### src/verilog/trig_dec_pkg.sv
`default_nettype none

package trig_dec_pkg;

    // ==========================================================
    // Register map
    // ==========================================================
    localparam logic [7:0] ADDR_CFG  = 8'h18;
    localparam logic [7:0] ADDR_MODE = 8'h40;
    localparam logic [7:0] ADDR_STAT = 8'h41;
    localparam logic [7:0] ADDR_CLR  = 8'h42;
    localparam logic [7:0] ADDR_EN   = 8'h43;

    // Configuration register fields and value after reset.
    localparam int         CFG_BURST_BIT   = 7;
    localparam int         CFG_INSIDE_BIT  = 6;
    localparam int         CFG_OUTSIDE_BIT = 5;
    localparam int         CFG_ORIENT_BIT  = 4;
    localparam int         CFG_ROLE_BIT    = 2;
    localparam logic [7:0] CFG_RESET       = 8'h01;

    // Mode register fields: decimation code, low power, buffer mode.
    localparam int         MODE_DEC_LSB  = 0;
    localparam int         MODE_LP_BIT   = 4;
    localparam int         MODE_BUF_LSB  = 5;
    localparam logic [6:0] MODE_RESET    = 7'h00;
    localparam logic [1:0] BUF_MODE_REGS = 2'h0;

    // Status and interrupt bits.
    localparam int         STAT_READY_BIT = 0;
    localparam int         STAT_DROP_BIT  = 1;
    localparam logic [1:0] STAT_RESET     = 2'h0;

    // ==========================================================
    // Timing
    // ==========================================================
    localparam real SAMPLE_TIME_MS = 0.3125;
    localparam real CLK_PERIOD_NS  = 100.0;
    localparam int  CONV_CYCLES    = int'(SAMPLE_TIME_MS * 1.0e6 / CLK_PERIOD_NS);

    // Decimation limits.
    localparam logic [3:0]  DEC_SAT_CODE = 4'hC;
    localparam logic [12:0] SAMPLES_MAX  = 13'h1000;
    localparam logic [12:0] SAMPLES_ONE  = 13'h0001;

    // Sequencer states, Gray coded along idle, convert, store.
    typedef enum logic [1:0] {
        ST_IDLE  = 2'b00,
        ST_CONV  = 2'b01,
        ST_STORE = 2'b11
    } seq_state_t;

    // Samples per output from the decimation code; low power forces one.
    function automatic logic [12:0] samples_of(input logic [3:0] code, input logic lp);
        logic [12:0] n;
        n = SAMPLES_MAX;
        if (lp) begin
            n = SAMPLES_ONE;
        end else if (code < DEC_SAT_CODE) begin
            n = SAMPLES_ONE << code;
        end
        return n;
    endfunction

endpackage

`default_nettype wire

### src/verilog/pin_sync.sv
`timescale 1ns/1ps
`default_nettype none

// ==========================================================
// Two-stage synchroniser for an asynchronous pin
// ==========================================================
module pin_sync (
    // Clock and reset
    input  wire logic core_clk,
    input  wire logic rst,
    // Pin and synchronised level
    input  wire logic pin_in,
    output logic      pin_sync_out
);

    typedef struct packed {
        logic meta;
        logic stable;
    } sync_t;

    sync_t q;
    sync_t q_nxt;

    // Only the second stage reads the first.
    always_comb begin
        q_nxt.meta   = pin_in;
        q_nxt.stable = q.meta;
    end

    // Both stages clear on reset.
    always_ff @(posedge core_clk or posedge rst) begin
        if (rst) begin
            q <= '0;
        end else begin
            q <= q_nxt;
        end
    end

    assign pin_sync_out = q.stable;

endmodule

`default_nettype wire

### src/verilog/conv_timer.sv
`timescale 1ns/1ps
`default_nettype none

// ==========================================================
// Single conversion timer
// ==========================================================
module conv_timer
    import trig_dec_pkg::*;
#(
    parameter int CYCLES = CONV_CYCLES
) (
    // Clock and reset
    input  wire logic core_clk,
    input  wire logic rst,
    // Start pulse and completion pulse
    input  wire logic start,
    output logic      done
);

    typedef struct packed {
        logic        busy;
        logic [11:0] cnt;
        logic        done;
    } timer_t;

    timer_t q;
    timer_t q_nxt;

    // Counts one sample time, then pulses done for one cycle.
    always_comb begin
        q_nxt      = q;
        q_nxt.done = 1'b0;
        if (start && !q.busy) begin
            q_nxt.busy = 1'b1;
            q_nxt.cnt  = '0;
        end else if (q.busy) begin
            if (q.cnt == 12'(CYCLES - 1)) begin
                q_nxt.busy = 1'b0;
                q_nxt.done = 1'b1;
            end else begin
                q_nxt.cnt = q.cnt + 12'h001;
            end
        end
    end

    // Timer registers.
    always_ff @(posedge core_clk or posedge rst) begin
        if (rst) begin
            q <= '0;
        end else begin
            q <= q_nxt;
        end
    end

    assign done = q.done;

endmodule

`default_nettype wire

### src/verilog/accel_trigger_decimation_ctrl.sv
`timescale 1ns/1ps
`default_nettype none

module accel_trigger_decimation_ctrl
    import trig_dec_pkg::*;
(
    // Clock and reset
    input  wire logic       core_clk,
    input  wire logic       rst,
    // Register port
    input  wire logic [7:0] reg_addr,
    input  wire logic [7:0] reg_wdata,
    input  wire logic       reg_wr,
    input  wire logic       reg_rd,
    output logic      [7:0] reg_rdata,
    // Trigger pin, asynchronous
    input  wire logic       trig_pin,
    // Change detector and orientation events, same clock
    input  wire logic       cd_inside_evt,
    input  wire logic       cd_outside_evt,
    input  wire logic       orient_evt,
    // Conversion control and results
    output logic            adc_start,
    output logic            result_store,
    output logic            store_to_buffer,
    output logic            wake_request,
    output logic            irq
);

    // ==========================================================
    // State
    // ==========================================================
    typedef struct packed {
        seq_state_t  st;
        logic [12:0] cnt;
        logic [7:0]  cfg;
        logic [6:0]  mode;
        logic [1:0]  stat;
        logic [1:0]  irq_en;
        logic [7:0]  rdata;
        logic        irq;
        logic        adc_start;
        logic        store;
        logic        to_buf;
        logic        wake;
        logic        trig_prev;
    } state_t;

    state_t q;
    state_t q_nxt;

    logic        trig_sync;
    logic        conv_done;
    logic        trig_edge;
    logic        burst_eff;
    logic [3:0]  dec_code;
    logic        lp_mode;
    logic [1:0]  buf_mode;
    logic [12:0] samples;

    // ==========================================================
    // Submodules
    // ==========================================================
    pin_sync u_trig_sync (
        .core_clk     (core_clk),
        .rst          (rst),
        .pin_in       (trig_pin),
        .pin_sync_out (trig_sync)
    );

    conv_timer #(
        .CYCLES (CONV_CYCLES)
    ) u_conv_timer (
        .core_clk (core_clk),
        .rst      (rst),
        .start    (q.adc_start),
        .done     (conv_done)
    );

    // ==========================================================
    // Decode of configuration
    // ==========================================================
    // Field extraction and effective modes.
    assign dec_code  = q.mode[MODE_DEC_LSB +: 4];
    assign lp_mode   = q.mode[MODE_LP_BIT];
    assign buf_mode  = q.mode[MODE_BUF_LSB +: 2];
    assign samples   = samples_of(dec_code, lp_mode);
    assign burst_eff = q.cfg[CFG_BURST_BIT] && q.cfg[CFG_ROLE_BIT];
    assign trig_edge = trig_sync && !q.trig_prev && q.cfg[CFG_ROLE_BIT];

    // ==========================================================
    // Next state
    // ==========================================================
    // Sequencer, register port, status and wake logic.
    always_comb begin
        logic [1:0] stat_set;
        logic [1:0] stat_clr;
        stat_set = '0;
        stat_clr = '0;
        q_nxt           = q;
        q_nxt.trig_prev = trig_sync;
        q_nxt.adc_start = 1'b0;
        q_nxt.store     = 1'b0;
        q_nxt.rdata     = '0;

        unique case (q.st)
            ST_IDLE: begin
                if (trig_edge) begin
                    q_nxt.adc_start = 1'b1;
                    q_nxt.st        = ST_CONV;
                end
            end
            ST_CONV: begin
                if (trig_edge && burst_eff) begin
                    stat_set[STAT_DROP_BIT] = 1'b1;
                end
                if (conv_done) begin
                    q_nxt.cnt = q.cnt + 13'h0001;
                    if (q.cnt + 13'h0001 >= samples) begin
                        q_nxt.st = ST_STORE;
                    end else if (burst_eff) begin
                        q_nxt.adc_start = 1'b1;
                    end else begin
                        q_nxt.st = ST_IDLE;
                    end
                end
            end
            ST_STORE: begin
                q_nxt.store  = 1'b1;
                q_nxt.to_buf = (buf_mode != BUF_MODE_REGS);
                q_nxt.cnt    = '0;
                q_nxt.st     = ST_IDLE;
                if (buf_mode == BUF_MODE_REGS) begin
                    stat_set[STAT_READY_BIT] = 1'b1;
                end
            end
            default: begin
                q_nxt.st = ST_IDLE;
            end
        endcase

        // Register writes.
        if (reg_wr) begin
            unique case (reg_addr)
                ADDR_CFG:  q_nxt.cfg    = reg_wdata;
                ADDR_MODE: q_nxt.mode   = reg_wdata[6:0];
                ADDR_CLR:  stat_clr     = reg_wdata[1:0];
                ADDR_EN:   q_nxt.irq_en = reg_wdata[1:0];
                default:   ;
            endcase
        end

        // Register reads, data one cycle later; unmapped reads give zero.
        if (reg_rd) begin
            unique case (reg_addr)
                ADDR_CFG:  q_nxt.rdata = q.cfg;
                ADDR_MODE: q_nxt.rdata = {1'b0, q.mode};
                ADDR_STAT: q_nxt.rdata = {6'h00, q.stat};
                ADDR_EN:   q_nxt.rdata = {6'h00, q.irq_en};
                default:   q_nxt.rdata = '0;
            endcase
        end

        // Sticky status: a set in the clearing cycle wins.
        q_nxt.stat = (q.stat & ~stat_clr) | stat_set;
        q_nxt.irq  = |(q_nxt.stat & q_nxt.irq_en);

        // Enabled detector events block sleep entry and force exit.
        q_nxt.wake = (cd_inside_evt && q.cfg[CFG_INSIDE_BIT])
                  || (cd_outside_evt && q.cfg[CFG_OUTSIDE_BIT])
                  || (orient_evt && q.cfg[CFG_ORIENT_BIT]);
    end

    // ==========================================================
    // Registers
    // ==========================================================
    // All state, with configuration bit 0 high after reset.
    always_ff @(posedge core_clk or posedge rst) begin
        if (rst) begin
            q <= '{st: ST_IDLE, cfg: CFG_RESET, mode: MODE_RESET,
                   stat: STAT_RESET, default: '0};
        end else begin
            q <= q_nxt;
        end
    end

    // Outputs straight from flip-flops.
    assign reg_rdata       = q.rdata;
    assign adc_start       = q.adc_start;
    assign result_store    = q.store;
    assign store_to_buffer = q.to_buf;
    assign wake_request    = q.wake;
    assign irq             = q.irq;

    // Helper: cycles since the last conversion start.
    logic [12:0] conv_age_r;
    always_ff @(posedge core_clk or posedge rst) begin
        if (rst) begin
            conv_age_r <= '0;
        end else if (q.adc_start) begin
            conv_age_r <= 13'h0001;
        end else begin
            conv_age_r <= conv_age_r + 13'h0001;
        end
    end
endmodule

`default_nettype wire

### config.mk
export PLATFORM = sky130hd
export DESIGN_NAME = accel_trigger_decimation_ctrl
export DESIGN_NICKNAME = d
export VERILOG_FILES = /design/src/verilog/trig_dec_pkg.sv /design/src/verilog/pin_sync.sv /design/src/verilog/conv_timer.sv /design/src/verilog/accel_trigger_decimation_ctrl.sv
export SDC_FILE = /design/constraint.sdc
export NUM_CORES = 1
export LEC_CHECK = 0
export ABC_CLOCK_PERIOD_IN_PS = 3350
export BUFFER_PORTS_ARGS = -buffer_cell sky130_fd_sc_hd__buf_4
export CORE_MARGIN = 3
export CORE_UTILIZATION = 50
export CTS_CLUSTER_SIZE = 30
export DETAILED_ROUTE_END_ITERATION = 7
export PLACE_DENSITY_LB_ADDON = 0.05
export SLEW_MARGIN = 20
export SYNTH_ARGS = -nofsm -noshare
export SYNTH_HDL_FRONTEND = slang
export SYNTH_SLANG_ARGS = --single-unit
### constraint.sdc
create_clock -name core_clk -period 3.35 [get_ports core_clk]
set_input_delay 0.67 -clock core_clk [delete_from_list [all_inputs] [get_ports core_clk]]
set_output_delay 0.67 -clock core_clk [all_outputs]
set_load 0.02 [all_outputs]
==> flow_metrics.tcl <==
set metrics [dict create \
    run_status "complete, no violations" \
    syn_to_final_growth_pct 14.7 \
    place_ws_ns 0.374 \
    seq_area_frac_synth 0.453 \
    yosys_warnings 0 \
    nNetsFinal 420 \
    clock_path_buffers 2 \
    finalSetupViolCount 0 \
    critical_path_required_ns 3.59 \
    overflow 0 \
    worst_skew_pair.late_latency_ns 0.34 \
    synth-seq-cells 64 \
    via_count 2708 \
    fin_ws_ns 0.407 \
    p_leak_nw 1.80 \
    period_share 0.879 \
    boundaryPins 37 \
    initial_core_util 0.518 \
    critical_path_class "register to register" \
    cellPowerDensity_mw_per_mm2 434 \
    drc 0 \
    drv_slew 0 \
    antenna_found_initial 0 \
    worstPathArrival_ns 3.18 \
    grt_first_pass_wirelength_um 12400 \
    peakVddDrop_mv 0.288 \
    maxCapViolCount 0 \
    cts_hold_buffers 0 \
    fp-row-count 30 \
    gp_congestion 0.864 \
    synthesis.nets 388 \
    hp-class "register to register" \
    drive_above_1_share 0.218 \
    power_mw 1.76 \
    fmax_mhz 340 \
    synth_cells 348 \
    grt_pass1_vias 2488 \
    vias_per_cell 5.63 \
    ant_nets 0 \
    synth_cell_types 55 \
    synth_top_area_cell "dfrtp_1" \
    synth_edf_count 0 \
    place_inst 465 \
    holdPathStages 0 \
    path_clk_slew_ns 0.07 \
    synth_top_area_share 0.445 \
    tritoncts "yes" \
    grt_setup_unrepaired "false" \
    final-hold-violation-count 0 \
    period_minus_slack_ns 2.94 \
    post_cts_buffers 0 \
    synth_most_common_cell "dfrtp_1" \
    dieWidth_um 90.2 \
    root_buffer "clkbuf_8" \
    relSlewSlack 0.432 \
    cts_buffers 9 \
    worstMarginPinSlew_ns 0.848 \
    avgRoutedWirePerCell_um 15.0 \
    r2r_cells 9 \
    finalSetupTns_ns 0 \
    async_reset_ff_frac 1.00 \
    critPathLaunchType "register" \
    wl_um 7190 \
    final_cells 481 \
    die_h_um 90.2 \
    dieArea_mm2 0.00813 \
    cts.sinks 64 \
    htree_levels 3 \
    syn_area_mm2 0.00354 \
    avgSynthCellArea_um2 10.2 \
    synth_area_leaders "dfrtp_1 45%, mux2_2 6.0%, ha_1 5.7%" \
    synth_commonest_cells "63 x dfrtp_1, 31 x nand2_1, 19 x mux2_2" \
    clock_skew_ns 0.0160 \
    critPathCaptureType "register" \
    first_pass_iters 4 \
    hpwlAfterDp_um 5380 \
    drtIter0Drc 107 \
    core_area_mm2 0.00683 \
    synth_top_flop_cell "dfrtp_1" \
    grt_max_degree 40 \
    portBuffers 36 \
    crit_fanout 7 \
    antenna_cells 0 \
    post_cts_resized 0 \
    grt_usage 0.188 \
]
==> final cells by class <==
cell class,instances,area (µm²)
Fill cell,600,2770
Clock buffer,14,173
Tap cell,96,120
Timing Repair Buffer,39,293
Multi-Input combinational cell,253,1790
Inverter,13,48.8
Clock inverter,2,37.5
Sequential cell,64,1600
==> state kept, by name, indices dropped and copies added, names as in the netlist <==
name                      cells
q                            28
u_conv_timer.q               13
reg_rdata                     8
dec_code                      4
buf_mode                      2
adc_start                     1
irq                           1
lp_mode                       1
result_store                  1
store_to_buffer               1
u_conv_timer.done             1
u_trig_sync.pin_sync_out      1
u_trig_sync.q                 1
wake_request                  1
==> power breakdown <==
| group | switching [mW] | internal, mW | total, mW | leakage [nW] |
|---|---|---|---|---|
| registers | 0.0606 | 0.814 | 0.874 | 0.869 |
| clock network | 0.288 | 0.406 | 0.694 | 0.103 |
| logic | 0.110 | 0.0832 | 0.193 | 0.828 |
==> cells in the final DEF (no fill, tap or decap), drive strengths merged, types with 3 or more instances in the layout <==
master,instances
a21o,5
mux2,19
a31oi,3
nand3b,6
and2,5
nor2,15
nand2,32
a21oi,17
nand4,14
clkbuf,14
buf,39
or4,4
nor2b,7
inv,13
o21ai,19
nand3,13
a22oi,7
o31ai,5
ha,16
xnor2,11
and4,3
a22o,5
nor4,8
o22ai,3
dfrtp,63
xor2,4
nor3,5
==> worst paths after layout <==
path | start | endpoint | slack [ns]
max | q[33] | q[46] | 0.41
min | u_trig_sync.q[1] | u_trig_sync.pin_sync_out | 0.35
max reg2reg | q[33] | q[46] | 0.41
min reg2reg | u_trig_sync.q[1] | u_trig_sync.pin_sync_out | 0.35
max in group asynchronous | rst | q[25] | 2.53
min in group asynchronous | rst | q[40] | 0.37
==> routing by layer <==
| metal | up-vias | GRT usage | share of wire | wire [µm] |
|---|---|---|---|---|
| met4 | 0 | 0.0804 | 0.015 | 110 |
| met3 | 8 | 0.0435 | 0.047 | 339 |
| met1 | 1285 | 0.270 | 0.50 | 3590 |
| met2 | 65 | 0.271 | 0.44 | 3150 |
| li1 | 1350 | - | - | - |
| met5 | - | 0 | 0 | 0 |
==> stage by stage <==
step,hold slack [ns],utilization,instance area [µm²]
floorplan,0.331,-,3540
global placement,0.336,0.563,3840
detailed placement,0.335,0.563,3840
CTS,0.349,0.594,4060
global route,0.355,0.595,4060
finish,0.347,0.595,4060
==> cells by family after synthesis <==
| group | count (synthesis) | synth area share |
|---|---|---|
| fa+ha+maj | 16 | 0.0565 |
| mux | 19 | 0.0604 |
| flops | 64 | 0.453 |
| buf+inv | 31 | 0.0445 |
| compound gates | 76 | 0.140 |
| simple gates | 127 | 0.209 |
| xor+xnor | 15 | 0.0371 |
==> critical path, stage by stage, from the launching register on <==
cell and delay (ns):
dfrtp_1 0.43, ha_1 0.29, nand4_1 0.16, or3_1 0.45
xnor2_1 0.15, ha_1 0.30, nand4_1 0.09, a2111oi_0 0.55
nand2_1 0.15, a311oi_1 0.27
No activity file was read; power rests on OpenSTA's default activity.
